$ cat src/core/acs_regs.vh
// Purpose: constants for the asynchronous base-clock select block
// Assumes: included by bare name from core/ design files
// Notes:   definitions only
`ifndef ACS_REGS_VH
`define ACS_REGS_VH

// ****************************************************************
// register byte offsets
// ****************************************************************
`define ACS_OFF_EXT5      8'h00
`define ACS_OFF_EXT6      8'h04
`define ACS_OFF_MODE5     8'h08
`define ACS_OFF_MODE6     8'h0C
`define ACS_OFF_DIV5      8'h10
`define ACS_OFF_DIV6      8'h14
`define ACS_OFF_AVG5      8'h18
`define ACS_OFF_AVG6      8'h1C
`define ACS_OFF_STAT      8'h20

// ****************************************************************
// extended mode register fields
// ****************************************************************
`define ACS_EXT_RATIO_BIT 4
`define ACS_EXT_SRC_MSB   3
`define ACS_EXT_SRC_LSB   0
`define ACS_EXT_WMASK     8'h1F
`define ACS_EXT_RESET     8'h00

// ****************************************************************
// serial mode / control bits
// ****************************************************************
`define ACS_MODE_SYNC_BIT  0
`define ACS_MODE_EXTCK_BIT 1
`define ACS_MODE_WMASK     8'h03
`define ACS_MODE_RESET     8'h00
`define ACS_DIV_RESET      16'h0000
`define ACS_AVG_RESET      16'h0000

// ****************************************************************
// clock source codes
// ****************************************************************
`define ACS_SRC_INTERNAL  4'h0
`define ACS_SRC_TMR2      4'h1
`define ACS_SRC_TMR3      4'h2
`define ACS_SRC_AVG_BIT   3

// ****************************************************************
// oversampling counts
// ****************************************************************
`define ACS_OVS_16        5'h10
`define ACS_OVS_8         5'h08

// ****************************************************************
// peripheral clock rates that allow averaging (kHz)
// ****************************************************************
`define ACS_AVG_KHZ_0     8000
`define ACS_AVG_KHZ_1     10667
`define ACS_AVG_KHZ_2     12000
`define ACS_AVG_KHZ_3     16000
`define ACS_AVG_KHZ_4     24000
`define ACS_AVG_KHZ_5     32000

// ****************************************************************
// status register fields
// ****************************************************************
`define ACS_STAT_FOK_BIT  0
`define ACS_STAT_AVG_LSB  1
`define ACS_STAT_TMR_LSB  3
`define ACS_STAT_X8_LSB   5

`endif

$ cat src/core/acs_baud_div.v
// Purpose: counts input ticks and pulses once per period
// Assumes: period of zero is treated as one
// Notes:   tick_out is a registered one-cycle pulse
`timescale 1ns/1ns
`default_nettype none

module acs_baud_div #(
  parameter W = 16
) (
  // clock and reset
  input  wire         pclk,
  input  wire         presetn,
  // control
  input  wire         en,
  input  wire         tick_in,
  input  wire [W-1:0] period,
  // result
  output reg          tick_out
);

  reg [W-1:0] cnt_q;
  wire        last;

  assign last = (period == {W{1'b0}}) || (cnt_q >= period - {{(W-1){1'b0}}, 1'b1});

  always @(posedge pclk or negedge presetn)
  begin
    if (!presetn)
    begin
      cnt_q    <= {W{1'b0}};
      tick_out <= 1'b0;
    end
    else if (!en)
    begin
      cnt_q    <= {W{1'b0}};
      tick_out <= 1'b0;
    end
    else
    begin
      tick_out <= tick_in & last;
      if (tick_in)
      begin
        if (last)
          cnt_q <= {W{1'b0}};
        else
          cnt_q <= cnt_q + {{(W-1){1'b0}}, 1'b1};
      end
    end
  end

endmodule // acs_baud_div

`default_nettype wire

$ cat src/core/acs_avg_gen.v
// Purpose: average-rate base tick by phase accumulation
// Assumes: inc sets the mean tick rate as inc/2^W of pclk
// Notes:   ticks are spread so the average rate is exact
`timescale 1ns/1ns
`default_nettype none

module acs_avg_gen #(
  parameter W = 16
) (
  // clock and reset
  input  wire         pclk,
  input  wire         presetn,
  // control
  input  wire         en,
  input  wire [W-1:0] inc,
  // result
  output reg          tick
);

  reg  [W-1:0] acc_q;
  wire [W:0]   sum;

  assign sum = {1'b0, acc_q} + {1'b0, inc};

  always @(posedge pclk or negedge presetn)
  begin
    if (!presetn)
    begin
      acc_q <= {W{1'b0}};
      tick  <= 1'b0;
    end
    else if (!en)
    begin
      acc_q <= {W{1'b0}};
      tick  <= 1'b0;
    end
    else
    begin
      acc_q <= sum[W-1:0];
      tick  <= sum[W];
    end
  end

endmodule // acs_avg_gen

`default_nettype wire

$ cat src/core/acs_top.v
// Purpose: base-clock source select for serial channels five and six
// Assumes: APB slave, zero wait states, pclk at 25 MHz
// Notes:   index 0 of each vector is channel five, index 1 channel six
`timescale 1ns/1ns
`default_nettype none
`include "acs_regs.vh"

module acs_top #(
  parameter PCLK_KHZ = 25000,
  parameter DIV_W    = 16,
  parameter AVG_W    = 16
) (
  // clock and reset
  input  wire        pclk,
  input  wire        presetn,
  // apb slave
  input  wire        psel,
  input  wire        penable,
  input  wire        pwrite,
  input  wire [7:0]  paddr,
  input  wire [31:0] pwdata,
  output wire        pready,
  output reg  [31:0] prdata,
  output reg         pslverr,
  // timer compare outputs
  input  wire        tmr2_cmp_out,
  input  wire        tmr3_cmp_out,
  // base clock results per channel
  output wire [1:0]  base_tick,
  output wire [1:0]  bit_tick,
  output reg  [1:0]  over_x8,
  output reg  [1:0]  avg_active
);

  // ****************************************************************
  // helpers
  // ****************************************************************
  function freq_ok;
    input integer khz;
    begin
      freq_ok = (khz == `ACS_AVG_KHZ_0) || (khz == `ACS_AVG_KHZ_1) ||
                (khz == `ACS_AVG_KHZ_2) || (khz == `ACS_AVG_KHZ_3) ||
                (khz == `ACS_AVG_KHZ_4) || (khz == `ACS_AVG_KHZ_5);
    end
  endfunction

  function [4:0] ovs_count;
    input ratio_bit;
    begin
      ovs_count = ratio_bit ? `ACS_OVS_8 : `ACS_OVS_16;
    end
  endfunction

  function [31:0] pad8;
    input [7:0] v;
    begin
      pad8 = {24'h000000, v};
    end
  endfunction

  function [31:0] pad16;
    input [15:0] v;
    begin
      pad16 = {16'h0000, v};
    end
  endfunction

  localparam AVG_ALLOWED = freq_ok(PCLK_KHZ);

  // ****************************************************************
  // register storage
  // ****************************************************************
  reg [7:0]       ext_q  [0:1];
  reg [7:0]       mode_q [0:1];
  reg [DIV_W-1:0] div_q  [0:1];
  reg [AVG_W-1:0] avg_q  [0:1];
  reg             tmr2_q;
  reg             tmr3_q;

  wire setup    = psel & ~penable;
  wire wr_fire  = psel & penable & pwrite;
  wire tmr2_rise = tmr2_cmp_out & ~tmr2_q;
  wire tmr3_rise = tmr3_cmp_out & ~tmr3_q;

  assign pready = 1'b1;

  // ****************************************************************
  // register writes
  // ****************************************************************
  always @(posedge pclk or negedge presetn)
  begin
    if (!presetn)
    begin
      ext_q[0]  <= `ACS_EXT_RESET;
      ext_q[1]  <= `ACS_EXT_RESET;
      mode_q[0] <= `ACS_MODE_RESET;
      mode_q[1] <= `ACS_MODE_RESET;
      div_q[0]  <= `ACS_DIV_RESET;
      div_q[1]  <= `ACS_DIV_RESET;
      avg_q[0]  <= `ACS_AVG_RESET;
      avg_q[1]  <= `ACS_AVG_RESET;
    end
    else if (wr_fire)
    begin
      case (paddr)
        // reserved top bits are not writable
        `ACS_OFF_EXT5:  ext_q[0]  <= pwdata[7:0] & `ACS_EXT_WMASK;
        `ACS_OFF_EXT6:  ext_q[1]  <= pwdata[7:0] & `ACS_EXT_WMASK;
        `ACS_OFF_MODE5: mode_q[0] <= pwdata[7:0] & `ACS_MODE_WMASK;
        `ACS_OFF_MODE6: mode_q[1] <= pwdata[7:0] & `ACS_MODE_WMASK;
        `ACS_OFF_DIV5:  div_q[0]  <= pwdata[DIV_W-1:0];
        `ACS_OFF_DIV6:  div_q[1]  <= pwdata[DIV_W-1:0];
        `ACS_OFF_AVG5:  avg_q[0]  <= pwdata[AVG_W-1:0];
        `ACS_OFF_AVG6:  avg_q[1]  <= pwdata[AVG_W-1:0];
        default:
        begin
        end
      endcase
    end
  end

  // ****************************************************************
  // timer edge capture
  // ****************************************************************
  always @(posedge pclk or negedge presetn)
  begin
    if (!presetn)
    begin
      tmr2_q <= 1'b0;
      tmr3_q <= 1'b0;
    end
    else
    begin
      tmr2_q <= tmr2_cmp_out;
      tmr3_q <= tmr3_cmp_out;
    end
  end

  // ****************************************************************
  // per-channel source selection
  // ****************************************************************
  wire [1:0] async_mode;
  wire [1:0] sel_avg;
  wire [1:0] sel_tmr;
  wire [1:0] int_tick;
  wire [1:0] avg_tick;
  reg  [1:0] base_mux;

  genvar ch;
  generate
    for (ch = 0; ch < 2; ch = ch + 1)
    begin : g_ch
      wire [3:0] src = ext_q[ch][`ACS_EXT_SRC_MSB:`ACS_EXT_SRC_LSB];
      wire       ratio_eff;
      wire [4:0] ovs;

      // settings only act in asynchronous mode
      assign async_mode[ch] = ~mode_q[ch][`ACS_MODE_SYNC_BIT];
      // field is trusted to be set with external clock selected
      assign sel_avg[ch] = async_mode[ch] & src[`ACS_SRC_AVG_BIT] &
                           AVG_ALLOWED[0];
      assign sel_tmr[ch] = async_mode[ch] & ~src[`ACS_SRC_AVG_BIT] &
                           ((src == `ACS_SRC_TMR2) || (src == `ACS_SRC_TMR3));
      // averaging fixes the ratio at 16x whatever the bit says
      assign ratio_eff = sel_avg[ch] ? 1'b0 : ext_q[ch][`ACS_EXT_RATIO_BIT];
      assign ovs = ovs_count(ratio_eff);

      acs_baud_div #(
        .W        (DIV_W)
      ) u_int_div (
        .pclk     (pclk),
        .presetn  (presetn),
        .en       (~sel_avg[ch] & ~sel_tmr[ch]),
        .tick_in  (1'b1),
        .period   (div_q[ch]),
        .tick_out (int_tick[ch])
      );

      acs_avg_gen #(
        .W        (AVG_W)
      ) u_avg (
        .pclk     (pclk),
        .presetn  (presetn),
        .en       (sel_avg[ch]),
        .inc      (avg_q[ch]),
        .tick     (avg_tick[ch])
      );

      acs_baud_div #(
        .W        (5)
      ) u_bit_div (
        .pclk     (pclk),
        .presetn  (presetn),
        .en       (async_mode[ch]),
        .tick_in  (base_mux[ch]),
        .period   (ovs),
        .tick_out (bit_tick[ch])
      );

      always @*
      begin
        base_mux[ch] = int_tick[ch];
        if (sel_avg[ch])
          base_mux[ch] = avg_tick[ch];
        else if (sel_tmr[ch])
          base_mux[ch] = (src == `ACS_SRC_TMR2) ? tmr2_rise : tmr3_rise;
      end

      always @(posedge pclk or negedge presetn)
      begin
        if (!presetn)
        begin
          over_x8[ch]    <= 1'b0;
          avg_active[ch] <= 1'b0;
        end
        else
        begin
          over_x8[ch]    <= async_mode[ch] & ratio_eff;
          avg_active[ch] <= sel_avg[ch];
        end
      end
    end
  endgenerate

  assign base_tick = base_mux;

  // ****************************************************************
  // read path
  // ****************************************************************
  reg [31:0] rd_d;
  reg        err_d;

  always @*
  begin
    rd_d  = 32'h00000000;
    err_d = 1'b0;
    case (paddr)
      `ACS_OFF_EXT5:  rd_d = pad8(ext_q[0]);
      `ACS_OFF_EXT6:  rd_d = pad8(ext_q[1]);
      `ACS_OFF_MODE5: rd_d = pad8(mode_q[0]);
      `ACS_OFF_MODE6: rd_d = pad8(mode_q[1]);
      `ACS_OFF_DIV5:  rd_d = pad16(div_q[0]);
      `ACS_OFF_DIV6:  rd_d = pad16(div_q[1]);
      `ACS_OFF_AVG5:  rd_d = pad16(avg_q[0]);
      `ACS_OFF_AVG6:  rd_d = pad16(avg_q[1]);
      `ACS_OFF_STAT:
      begin
        rd_d[`ACS_STAT_FOK_BIT]         = AVG_ALLOWED[0];
        rd_d[`ACS_STAT_AVG_LSB+1:`ACS_STAT_AVG_LSB] = avg_active;
        rd_d[`ACS_STAT_TMR_LSB+1:`ACS_STAT_TMR_LSB] = sel_tmr;
        rd_d[`ACS_STAT_X8_LSB+1:`ACS_STAT_X8_LSB]   = over_x8;
      end
      default:
        err_d = 1'b1;
    endcase
  end

  // data captured in setup so access phase completes at once
  always @(posedge pclk or negedge presetn)
  begin
    if (!presetn)
    begin
      prdata  <= 32'h00000000;
      pslverr <= 1'b0;
    end
    else if (setup)
    begin
      prdata  <= pwrite ? 32'h00000000 : rd_d;
      pslverr <= err_d;
    end
    else if (!psel)
    begin
      prdata  <= 32'h00000000;
      pslverr <= 1'b0;
    end
  end

endmodule // acs_top

`default_nettype wire

$ cat config.mk
export PLATFORM = sky130hd
export DESIGN_NAME = acs_top
export DESIGN_NICKNAME = d
export VERILOG_FILES = /design/src/core/acs_baud_div.v /design/src/core/acs_avg_gen.v /design/src/core/acs_top.v
export VERILOG_INCLUDE_DIRS = /design/src /design/src/core
export SDC_FILE = /design/constraint.sdc
export NUM_CORES = 1
export LEC_CHECK = 0
export ABC_AREA = 1
export BUFFER_PORTS_ARGS = -buffer_cell sky130_fd_sc_hd__buf_4
export CORE_MARGIN = 3
export CORE_UTILIZATION = 50
export CTS_CLUSTER_DIAMETER = 40
export CTS_CLUSTER_SIZE = 12
export DETAILED_ROUTE_END_ITERATION = 12
export PLACE_DENSITY_LB_ADDON = 0.15
export SYNTH_ARGS = -nofsm -noshare
export SYNTH_HDL_FRONTEND = slang
export SYNTH_SLANG_ARGS = --single-unit
$ cat constraint.sdc
create_clock -name pclk -period 3.1 [get_ports pclk]
set_clock_uncertainty 0.15 [all_clocks]
set_input_delay 0.155 -clock pclk [delete_from_list [all_inputs] [get_ports pclk]]
set_output_delay 0.155 -clock pclk [all_outputs]
set_load 0.02 [all_outputs]
# Yosys cells after proc, flatten, opt, wreduce, memory -nomap -nowiden
# Index checks and enable logic that the tools add are counted.
# Widths: inputs -> output; s select.
# totals
register_bits	161
latchBits	0
ram_bits	0
mem_bits_ro	0
input_bits	47
mem_count	0
# op_classes
n_addsub	8
mul	0
n_div	0
n_lt_le_gt_ge	4
eq_ne	13
shift	0
mux	28
n_bitwise	20
n_reduce_logical	22
# op_table
cell	count
$mux 32	3
$mux 16	4
$pmux 7 s9	1
$mux 5	8
$pmux 9 s4	1
$add 16x1->16 const B	2
$eq 8x5->1 const B	4
$ge 16x16->1	2
$logic_not 16->1	2
$sub 16x1->16 const B	2
$eq 8x4->1 const B	2
$reduce_and 2->1	8
$and 1x1->1	13
$mux 1	11
$add 5x1->5 const B	2
$ge 5x5->1	2
$logic_not 5->1	2
$sub 5x1->5 const B	2
$reduce_or 9->1	1
$eq 4x1->1 const B	2
$eq 4x2->1 const B	2
$eq 8x3->1 const B	1
$eq 8x6->1 const B	1
$logic_not 8->1	1
4 further kinds	16

# Depth between registers and ports, before layout
# Gate-level depths: netlist of the first run.
# logic_depth
depth_word	7
depth_mapped	17
ltp_nobuf	17

# Modules after synthesis
# A second synthesis of the first run with hierarchy kept.
# unflattened
hier_cells	1304
area_unflattened_um2	9591.7
# by_module_without_submodules
mod	instances	cells_each	area_each_um2
acs_top	1	588	4785.8
acs_baud_div at g_ch[1].u_int_div	1	296	1905.6
acs_baud_div at g_ch[0].u_int_div	1	290	1896.8
acs_baud_div at g_ch[0].u_bit_div ...	2	65	501.7

# Worst setup path before layout of the first run
# No wires, ideal clock.
# synth_path
kind	reg-to-reg
start	register div_q[16] in the netlist's numbering
end	register g_ch[0].u_int_div.cnt_q[8]
setup_time_ns	0.122
t_arrival_ns	2.276
t_required_ns	2.828
path_slack_ns	0.552
path_stages_with_launch	17
path_buffers	1
synth_period_minus_slack_ns	2.548
cell_sequence	dfrtp_1 -> inv_1 -> ha_1 -> nand3_1 -> inv_1 -> nand2_1 -> nor2_1 -> nand3_1 -> xnor2_1 -> inv_1 -> ha_1 -> nand4_1 -> nor3_1 -> nand2_1 -> nand3_2 -> buf_2 -> nor2_1
# synth_via
elab_chain_len	5
word_cells_on_any_way	6
classes_between	1 x add/sub; 1 x order compare; 2 x mux; 2 x reduce/logical
# synth_lines
item	line_no	rtl
from (decl)	acs_top.v:75	reg [DIV_W-1:0] div_q [0:1];
$sub 16x1->16	acs_baud_div.v:24	assign last = (period == {W{1'b0}}) || (cnt_q >= period - {{(W-1){1'b0}}, 1'b1});
$ge 16x16->1	acs_baud_div.v:24	
$logic_or 1x1->1 (*)	acs_baud_div.v:24	
$mux 16 (*)	acs_baud_div.v:43	if (last)
$mux 16 (*)	acs_baud_div.v:33	else if (!en)
to (signal assigned)	acs_baud_div.v:35	cnt_q <= {W{1'b0}};
to (signal assigned)	acs_baud_div.v:44	cnt_q <= {W{1'b0}};
to (signal assigned)	acs_baud_div.v:46	cnt_q <= cnt_q + {{(W-1){1'b0}}, 1'b1};
to (decl)	acs_baud_div.v:21	reg [W-1:0] cnt_q;
# Mark *: on every way between the ends. The rest lies on a longest branch, timed or not.
# A chain may end at the register's enable or synchronous reset.

# Worst setup path after layout of the first run
# layout_path
start	register div_q[16] in the netlist's numbering
end	register g_ch[0].u_int_div.cnt_q[12]
# Same word-level chain as after synthesis.

==> results of run 1 <==
cells by family after synthesis:
group,Yosys count
flops,145
compound gates,154
mux,2
fa+ha+maj,40
buf+inv,184
simple gates,582
other cells,2
xor+xnor,27
where the power goes:
part / switching [mW] / internal (mW) / total, mW / leakage, nW
registers: 0.0527 / 1.96 / 2.01 / 1.99
logic: 0.376 / 0.225 / 0.601 / 2.96
clock network: 0.890 / 1.04 / 1.93 / 0.263
through the flow:
| step | total power, mW | utilization (%) | hold WS [ps] | area (sq um) | cells |
|---|---|---|---|---|---|
| after CTS | 4.57 | 58.7 | 13.3 | 9840 | 1438 |
| after detailed placement | 2.61 | 54.3 | -39.0 | 9100 | 1386 |
| after global routing | 4.76 | 59.2 | 23.3 | 9920 | 1441 |
| after global placement | 2.60 | 54.3 | -45.2 | 9100 | 1386 |
| after floorplan | 2.45 | - | -291 | 8690 | 1153 |
| final | 4.54 | 59.2 | 33.0 | 9920 | 1441 |
worst paths after layout:
path	startpoint	endpoint	slack (ps)	cells past startpoint
min in group asynchronous	presetn	g_ch[0].u_bit_div.cnt_q[4]	60	2
max in group asynchronous	presetn	prdata[2]	2000	3
worst min-delay path	pwdata[2]	avg_q[18]	30	3
worst max-delay path	div_q[16]	g_ch[0].u_int_div.cnt_q[12]	330	17
worst max register to register	div_q[16]	g_ch[0].u_int_div.cnt_q[12]	330	17
worst min register to register	prdata[6]	prdata[6]	330	2
cells in the final DEF, fill, tap and decap left out, types with 37 or more instances in the layout:
cell	instances
inv_1	130
ha_1	40
buf_4	59
dfrtp_1	145
o21ai_0	37
nor2_1	108
nand2_1	324
nand3_1	81
o21ai_1	68
registers in the layout, summed over array words and instances (netlist names):
name and count:
avg_q 32, div_q 32, g_ch.u_int_div.cnt_q 32, prdata 16, ext_q 10, g_ch.u_bit_div.cnt_q 10
mode_q 4, g_ch.u_bit_div.tick_out 2, g_ch.u_int_div.tick_out 2, over_x8 2, pslverr 1, tmr2_q 1
tmr3_q 1
critical path, stage by stage, from the launching register on:
cell      delay [ps]
dfrtp_1          400
inv_2            100
ha_1             190
nand3_1          130
inv_1             90
nand2_1          100
nor2_1           150
nand2_1           80
xor2_1           130
inv_1             60
ha_1             260
nand2_1          100
o21bai_1         130
a21oi_2           70
nor2_2           170
buf_4            160
nand3_4          110
nor2_1           130
routing by layer:
layer / up-vias / global-route usage, % / wire length (um)
met5: - / 0 / 0
met4: 0 / 5.27 / 223
met3: 18 / 4.35 / 936
met2: 148 / 36.5 / 9650
met1: 3425 / 31.1 / 9650
li1: 3749 / - / -
area by class of cell:
| type | instances | area share (%) |
|---|---|---|
| inverter | 137 | 5.18 |
| clock buffer | 17 | 4.29 |
| clock inverter | 15 | 1.24 |
| sequential | 145 | 36.6 |
| timing repair buffer | 81 | 6.80 |
| multi-input combinational | 826 | 43.2 |
| tap | 220 | 2.77 |
timing repair:
action | 4_1_cts | 5_1_grt
setup buffers | 0 | 1
gates resized for setup | 0 | 12
hold buffers | 20 | 0
hold endpoints to repair | 194 | 0
endpoints found under the setup margin | 0 | 34
==> results.md, run 1 <==
- RSZ-0062 raised after global routing: false
- Final setup violation count: 0
- Avg Inst Size Synth: 7.60 sq um
- Grt ovf: 0
- IO Pins: 89
- Area share of fa/ha/maj cells after synthesis: 5.80%
- Layout cells sized above 1: 12.4%
- Synth cell count leaders: nand2_1, dfrtp_1, inv_1
- Via Count: 7,340
- Clock sink count: 145
- Initial Util: 51.5%
- Ys Warns: 0
- Max Slew Vio Count: 0
- Worst-path maximum fanout: 8
- Post-Synth XOR/XNOR Area: 2.74%
- Initial antenna violation count: 0
- Die Wd: 137 um
- Antenna viol nets, final: 0
- Combinational family with the most area after synthesis: simple AND/OR/NAND/NOR gates
- Clock Path Buffers: 2
- P per Cell Area: 458 mW/mm^2
- Post-synthesis simple-gate area fraction: 29.2%
- Post-synthesis mux area share: 0.232%
- Synth area leader: dfrtp_1
- Sequential element share of the synthesized area: 42.1%
- Core Area: 0.0168 sq mm
- Ant. Diodes: 0
- Number of distinct library cells after synthesis: 35
- Worst-skew pair later-pin latency: 430 ps
- Layout area overhead: 15.0%
- CP startpoint kind: flip-flop
- Iter 0 DRT Violations: 548
- Die Ht: 137 um
- FF/Latch Area: 0.00363 sq mm
- Max-Cap Viols: 0
- Nets: 1,295
- Final worst setup slack: 330 ps
- FP Rows: 47
- Yosys top cell area share: 42.1%
- Crit path DAT: 2980 ps
- Final min period: 2770 ps
- Top cells by area, synth: dfrtp_1, nand2_1, ha_1, inv_1, nor2_1
- Worst slew margin: 44.9%
- Buffers on Ports: 53
- Flop and latch count out of synthesis: 145
- Status: finished clean
- CP Class: flip-flop to flip-flop
- Cells after Synth: 1,136
- Post-DP HPWL: 14,600 um
- Fillcell total: 1,553
- Routed length per instance: 14.2 um
- Post-synthesis async set-or-reset flop share: 100%
- Gp weighted congestion: 0.884
- Post-synth EDFFs: 0
- Die ar.: 0.0189 sq mm
- Area of the multi-input gates: 0.00428 sq mm
- Largest net degree at the start of global routing: 59
- Worst-path clk slew: 70 ps
- Setup TNS: 0 ps
- H-tree depth: 4
- Fin. Hold Viols: 0
- Post-Route WL: 20,500 um
- CTS tree: built
- Hold Crit Class: primary input to flip-flop
- Number of CTS-inserted buffers: 17
- Mapped Area: 0.00863 sq mm
- Fin crit share: 89.3%
- Worst vdd ir: 0.453 mV
- Vias per cell: 5.09
- Worst EP required: 3310 ps
- P_leak: 5.22 nW
- GRT Total Usage: 22.4%
- CTS Root Cell: clkbuf_16
- First-pass GRT wire length: 33,500 um
- Slew @ Worst Pin: 823 ps
- Pre-antenna DRT Iters: 6
- CP Capture Type: flip-flop
- Remaining routing DRC violations: 0
- Prevailing post-synth register cell: dfrtp_1
- Peak Freq: 361 MHz
- Placement Setup Slack: 211 ps
- Synth Area in Compound Gates: 10.0%
- Most numerous cell in the Yosys netlist: nand2_1
- Vias in the first global route: 6,752
Power figures use the tool's default switching activity.
==> run 2, diff against run 1 <==
- CORE_UTILIZATION: 50 -> 58
==> run 2 against run 1 <==
  * Total power grew 2.6%
  * Critical endpoint is now g_ch[0].u_int_div.tick_out
  * Largest power group is now clock
  * Global-route usage up 3.1 points
  * First-iteration DRC count increased by 2.0%
  * Clock power up 6%
  * Die area decreased by 13%
  * Sequential power barely moved
  * Cell count shrank 3.0%
  * Sequential share of layout area increased by 0.15 points
==> results.md, run 2 (synthesized netlist as in run 1, its figures left out) <==
- First-pass GRT wire length: 33,500 um (-0.24%)
- Layout area overhead: 14.5%
- Worst-path clk slew: 60 ps (about the same)
- Commonest non-fill, non-tap cell in the layout: nand2_1
- CTS tree: built
- Peak Freq: 359 MHz (-0.50%)
- Combinational share of power: 12.9% (-0.3 points)
- GRT Total Usage: 25.5% (+3.1 points)
- Clock Path Buffers: 2 (unchanged)
- Crit-path slowest cell: dfrtp_1
- Final cell count without fillers: 1,398 (-3.0%)
- Largest net degree at the start of global routing: 62 (+5.1%)
- Crit path max-delay family: simple AND/OR/NAND/NOR gates
- Number of CTS-inserted buffers: 17 (unchanged)
- Placement Setup Slack: 258 ps (+46.8 ps)
- Nets: 1,292 (-0.23%)
- Core Area: 0.0142 sq mm (-15%)
- Initial antenna violation count: 0 (unchanged)
- FP Rows: 43 (-8.5%)
- Vias per cell: 5.29 (+3.9%)
- Max-Cap Viols: 0 (unchanged)
- Final setup violation count: 0 (unchanged)
- Clk pwr share: 43.9% (+1.4 points)
- Die Wd: 128 um (-6.8%)
- IO Pins: 89 (unchanged)
- Biggest regs: avg_q (32), div_q (32), g_ch.u_int_div.cnt_q (32)
- Crit path DAT: 2950 ps (-30 ps)
- Grt ovf: 0 (unchanged)
- Final core utilization: 69.6% (+10 points)
- Switching portion of total power: 27.4% (-1.6 points)
- Layout cells sized above 1: 11.8% (-0.63 points)
- Cell Int Power: 3.38 mW (+4.9%)
- Via Count: 7,400 (+0.82%)
- CP Capture Type: flip-flop
- Antenna viol nets, final: 0 (unchanged)
- Buffers on Ports: 53 (unchanged)
- Die ar.: 0.0164 sq mm (-13%)
- Initial Util: 60.7% (+9.3 points)
- Worst-skew pair later-pin latency: 430 ps (about the same)
- Vias in the first global route: 6,910 (+2.3%)
- Worst-path maximum fanout: 5 (-3)
- Worst vdd ir: 0.403 mV (-11%)
- Cells after DPL: 1,343 (-3.1%)
- Final worst setup slack: 317 ps (-13.9 ps)
- Worst path max stage delay: 390 ps (about the same)
- Fin. Hold Viols: 0 (unchanged)
- Slew @ Worst Pin: 752 ps (-71.3 ps)
- Max Slew Vio Count: 0 (unchanged)
- Remaining routing DRC violations: 0 (unchanged)
- Worst EP required: 3270 ps (-40 ps)
- NetSw: 1.28 mW (-3.0%)
- Pre-antenna DRT Iters: 5 (-1)
- Clock sink count: 145 (unchanged)
- Buffers & Inverters on Critical Path: 4 (unchanged)
- CP Class: flip-flop to flip-flop
- Post-Route WL: 20,100 um (-1.6%)
- Status: finished clean
- P_leak: 5.22 nW (about the same)
- CTS Root Cell: clkbuf_16
- Ant. Diodes: 0 (unchanged)
- Iter 0 DRT Violations: 559 (+2.0%)
- Hold Crit Class: primary input to flip-flop
- Routed length per instance: 14.4 um (+1.4%)
- Worst slew margin: 49.7% (+4.8 points)
- Fin crit share: 89.8% (+0.45 points)
- CP startpoint kind: flip-flop
- Crit-path cells: inv_1 > ha_1 > nand3_2 > inv_1 > nand2_1 > nor2_1 > nand2_1 > xor2_1 > inv_1 > ha_1 > nand2_1 > o21bai_1 > a21oi_1 > nor2_4 > nand3_4 > nand2_1 > inv_1
- Post-DP HPWL: 14,000 um (-4.3%)
- Most frequent cells in the layout: nand2_1, dfrtp_1, inv_1
- H-tree depth: 4 (unchanged)
- Setup TNS: 0 ps (unchanged)
- Sequential share of power: 43.2% (-1.0 points)
- Gp weighted congestion: 0.884 (about the same)
- Final min period: 2780 ps (+13.9 ps)
- Fillcell total: 1,226 (-21%)
- Die Ht: 128 um (-6.8%)
- P per Cell Area: 472 mW/mm^2 (+3.0%)
[run 2: cell count changes in the layout (fill, tap and decap cells not counted), sizes merged]
cell | before | now
buf | 61 | 58
bufinv | 0 | 2
clkbuf | 17 | 19
clkinv | 5 | 3
inv | 144 | 142
[run 2: area by class of cell]
cell class | count | area (sq um) | area share, %
Clock buffer | 19 | 433 | 4.38
Clock inverter | 13 | 153 | 1.54
Inverter | 137 | 514 | 5.20
Sequential cell | 145 | 3630 | 36.7
Multi-Input combinational cell | 826 | 4280 | 43.3
Tap cell | 180 | 225 | 2.28
Timing Repair Buffer | 78 | 652 | 6.60
[run 2: tightest hold or removal path, stage by stage]
cell     delay [ps]
buf_4            70
inv_1           160
o21ai_2         170
[run 2: repair_timing]
item                                    CTS  global route
hold buffers                             20             0
endpoints found under the hold margin   115             0
buffers inserted                          0             1
endpoints found under the setup margin    0            21
resized for setup                         0             9
[run 2: per-stage QoR]
step           area, sq um  total power, mW  hold WS (ps)
2_1_floorplan         8690             2.45          -291
3_3_place_gp          9020             2.59          24.6
3_5_place_dp          9020             2.61          25.3
4_1_cts               9810             4.67          11.3
5_1_grt               9880             4.88          20.9
6_report              9880             4.66          22.0
[run 2: routing by layer]
| metal | part of all wire (%) | up-vias | track usage (%) | wire length, um |
|---|---|---|---|---|
| li1 | - | 3749 | - | - |
| met1 | 45 | 3372 | 34.2 | 8960 |
| met4 | 2.1 | 0 | 8.61 | 421 |
| met2 | 47 | 243 | 41.1 | 9390 |
| met5 | 0 | - | 0 | 0 |
| met3 | 6.7 | 36 | 5.75 | 1340 |
[run 2: final timing paths]
check / to / slack [ps] / start / cells after the start
setup / recovery: g_ch[0].u_int_div.tick_out / 320 / div_q[16] / 17
hold / removal: avg_q[17] / 20 / pwdata[1] / 3
setup reg to reg: g_ch[0].u_int_div.tick_out / 320 / div_q[16] / 17
hold reg to reg: prdata[4] / 330 / prdata[4] / 2
max in group asynchronous: prdata[8] / 1910 / presetn / 3
min in group asynchronous: g_ch[0].u_bit_div.cnt_q[0] / 120 / presetn / 2
[run 2: power groups by stage]
stage / Sequential [mW] / Combinational (mW) / Clock, mW
3_5_place_dp: 2.05 / 0.562 / 0
2_1_floorplan: 2.03 / 0.420 / 0
5_1_grt: 2.02 / 0.694 / 2.17
4_1_cts: 2.01 / 0.587 / 2.07
6_report: 2.01 / 0.601 / 2.05
3_3_place_gp: 2.04 / 0.550 / 0
==> run 3, diff against run 2 <==
- SYNTH_HIERARCHICAL: unset -> 1
- clock period: 3.1 -> 3.3 ns (I/O delays scaled with it)
==> run 3 against run 2 <==
  * Wire length up 13%
  * Combinational power is 14% higher
  * Hold slack worse by 11 ps
  * Non-clock buffer count is 1 higher
  * First-iteration DRC count grew 7.5%
  * Synthesized cell count grew 15%
  * Sequential power down 2%
  * Die area up 11%
  * Register-to-register slack worse by 50 ps
  * Sequential cell count did not move
  * Total power shrank 2.3%
==> results.md, run 3 <==
- Most numerous cell in the Yosys netlist: nand2_1
- Final min period: 3030 ps (+251 ps)
- CTS Root Cell: clkbuf_16
- Biggest regs: avg_q (32), div_q (32), g_ch.u_int_div/cnt_q (32)
- Fin crit share: 92.0% (+2.2 points)
- Placement Setup Slack: 271 ps (+12.9 ps)
- Hold Crit Class: primary input to flip-flop
- Ant. Diodes: 0 (unchanged)
- Worst-skew pair later-pin latency: 430 ps (about the same)
- P per Cell Area: 418 mW/mm^2 (-11%)
- Die ar.: 0.0181 sq mm (+11%)
- Fin. Hold Viols: 0 (unchanged)
- Post-Synth XOR/XNOR Area: 3.56% (+0.82 points)
- Post-synthesis async set-or-reset flop share: 100% (unchanged)
- Final cell count without fillers: 1,618 (+16%)
- IO Pins: 89 (unchanged)
- Post-layout instance area: 0.0109 sq mm (+10%)
- Crit path DAT: 3200 ps (+250 ps)
- Post-Route WL: 22,800 um (+13%)
- Worst slew margin: 28.8% (-21 points)
- CP Capture Type: flip-flop
- Post-synthesis simple-gate area fraction: 32.0% (+2.8 points)
- Synth Area in Compound Gates: 9.94% (-0.095 points)
- Combinational family with the most area after synthesis: simple AND/OR/NAND/NOR gates
- Worst-path maximum fanout: 12 (+7)
- Die Wd: 135 um (+5.2%)
- Peak Freq: 330 MHz (-8.3%)
- Cells after Synth: 1,304 (+15%)
- Most frequent cells in the layout: nand2_1, inv_1, dfrtp_1
- Synth area leader: dfrtp_1
- Synth cell count leaders: nand2_1, inv_1, dfrtp_1
- FF/Latch Area: 0.00363 sq mm (unchanged)
- First-pass GRT wire length: 38,300 um (+15%)
- GR met2 Demand/Resource: 43.3% (+2.1 points)
- Layout cells sized above 1: 12.3% (+0.52 points)
- Top Usage Layer GRT: met2
- Final setup violation count: 0 (unchanged)
- Number of CTS-inserted buffers: 17 (unchanged)
- Ys Warns: 6 (+6)
- Vias per cell: 5.20 (-1.7%)
- Core Area: 0.0161 sq mm (+13%)
- FP Rows: 46 (+7.0%)
- Worst vdd ir: 0.403 mV (+0.11%)
- Remaining routing DRC violations: 0 (unchanged)
- Flop and latch count out of synthesis: 145 (unchanged)
- Die Ht: 135 um (+5.2%)
- Initial antenna violation count: 0 (unchanged)
- Yosys top cell area share: 37.8% (-4.2 points)
- Buffers on Ports: 53 (unchanged)
- Setup TNS: 0 ps (unchanged)
- CP Class: flip-flop to flip-flop
- Largest net degree at the start of global routing: 78 (+26%)
- Prevailing post-synth register cell: dfrtp_1
- Avg Inst Size Synth: 7.36 sq um (-3.2%)
- Max Slew Vio Count: 0 (unchanged)
- Max-Cap Viols: 0 (unchanged)
- GRT Total Usage: 26.5% (+0.95 points)
- Iter 0 DRT Violations: 601 (+7.5%)
- Area share of fa/ha/maj cells after synthesis: 6.52% (+0.72 points)
- Grt met1 use: 36.5% (+2.3 points)
- CP startpoint kind: flip-flop
- Worst EP required: 3460 ps (+190 ps)
- Grt ovf: 0 (unchanged)
- Initial Util: 59.7% (-1.0 points)
- Pre-antenna DRT Iters: 6 (+1)
- Vias in the first global route: 7,884 (+14%)
- Area of the multi-input gates: 0.00513 sq mm (+20%)
- Post-CTS setup buffer count: 0 (unchanged)
- DP Area: 0.0101 sq mm (+12%)
- CTS Hold Bufs: 18 (-10%)
- Clock sink count: 145 (unchanged)
- Antenna viol nets, final: 0 (unchanged)
- Mapped Area: 0.00959 sq mm (+11%)
- Post-synthesis mux area share: 0% (-0.23 points)
- Top cells by area, synth: dfrtp_1, nand2_1, ha_1, inv_1, nand3_1
- H-tree depth: 4 (unchanged)
- Clock Path Buffers: 2 (unchanged)
- Post-CTS sizing: 0 (unchanged)
- Routed length per instance: 14.1 um (-2.0%)
- P_leak: 5.91 nW (+13%)
- Layout area overhead: 13.5%
- Worst-path clk slew: 60 ps (about the same)
- Slew @ Worst Pin: 1060 ps (+312 ps)
- Fillcell total: 1,403 (+14%)
- Cells after DPL: 1,568 (+17%)
- Post-synth EDFFs: 0 (unchanged)
- RSZ-0062 raised after global routing: false
- CTS tree: built
- Final worst setup slack: 265 ps (-51.3 ps)
- Gp weighted congestion: 0.895 (+1.3%)
- Number of distinct library cells after synthesis: 40 (+14%)
- Nets: 1,486 (+15%)
- Commonest non-fill, non-tap cell in the layout: nand2_1
- Pwr Total: 4.55 mW (-2.3%)
- Post-DP HPWL: 16,400 um (+17%)
- Via Count: 8,415 (+14%)
- Sequential element share of the synthesized area: 37.8% (-4.2 points)
- Status: finished clean
- Routing usage on met3: 4.28% (-1.5 points)
run 3: changes by cell type in the layout (fill, tap and decap cells not counted), moves of 12 or more:
cell,change
nor3_1,-12
conb_1,+18
o21a_1,+12
nand2_1,+76
inv_1,+26
o21ai_0,+17
nand3_1,+18
o21ai_1,-21
o21ai_2,-16
run 3: critical path, stage by stage, from the launching register on:
cell,delay (ps)
dfrtp_1,410
inv_1,210
ha_1,240
inv_1,80
nor3_4,230
nand2_2,130
nor2_1,140
xor2_1,170
inv_1,60
ha_1,260
nand2_1,80
nor3_1,210
nand2_1,210
nand2_4,260
o21bai_1,90
run 3: path summary, 6_finish.rpt:
| path | startpoint | endpoint | slack [ps] | cells past startpoint |
|---|---|---|---|---|
| max in group asynchronous | presetn | avg_q[18] | 2020 | 3 |
| min in group asynchronous | presetn | g_ch[0].u_bit_div/cnt_q[1] | 190 | 2 |
| max reg2reg | div_q[16] | g_ch[0].u_int_div/cnt_q[12] | 270 | 14 |
| max | div_q[16] | g_ch[0].u_int_div/cnt_q[12] | 270 | 14 |
| min | pwdata[0] | mode_q[0] | 10 | 3 |
| min reg2reg | prdata[13] | prdata[13] | 330 | 2 |
run 3: power breakdown:
part / switching [mW] / internal, mW
clock network: 0.779 / 1.12
logic: 0.426 / 0.262
registers: 0.103 / 1.86
run 3: cells by family (layout without fill, tap and decap cells):
kind of cell    Yosys count  count (layout)
simple gates            694             694
buf+inv                 214             277
compound gates          160             160
flops                   145             145
fa+ha+maj                50              50
xor+xnor                 39              39
other cells               2              37
run 3: layer usage:
metal / vias to the layer above / part of all wire, %
met3: 24 / 4.8
li1: 4254 / -
met1: 3906 / 46
met2: 231 / 48
met5: - / 0
met4: 0 / 1.4
run 3: layout make-up:
cell class                      count  area share (%)
Sequential cell                   145            33.3
Clock inverter                     11           0.931
Inverter                          166            5.72
Clock buffer                       21            4.41
Multi-Input combinational cell    980            47.1
Timing Repair Buffer               79            6.01
Tap cell                          216            2.48
run 3: stage by stage:
| step | hold WS [ps] | util, % |
|---|---|---|
| 2_1_floorplan | -281 | - |
| 3_3_place_gp | 91.0 | 63.1 |
| 3_5_place_dp | 97.7 | 63.1 |
| 4_1_cts | 3.29 | 67.8 |
| 5_1_grt | 34.8 | 67.8 |
| 6_report | 11.3 | 67.8 |
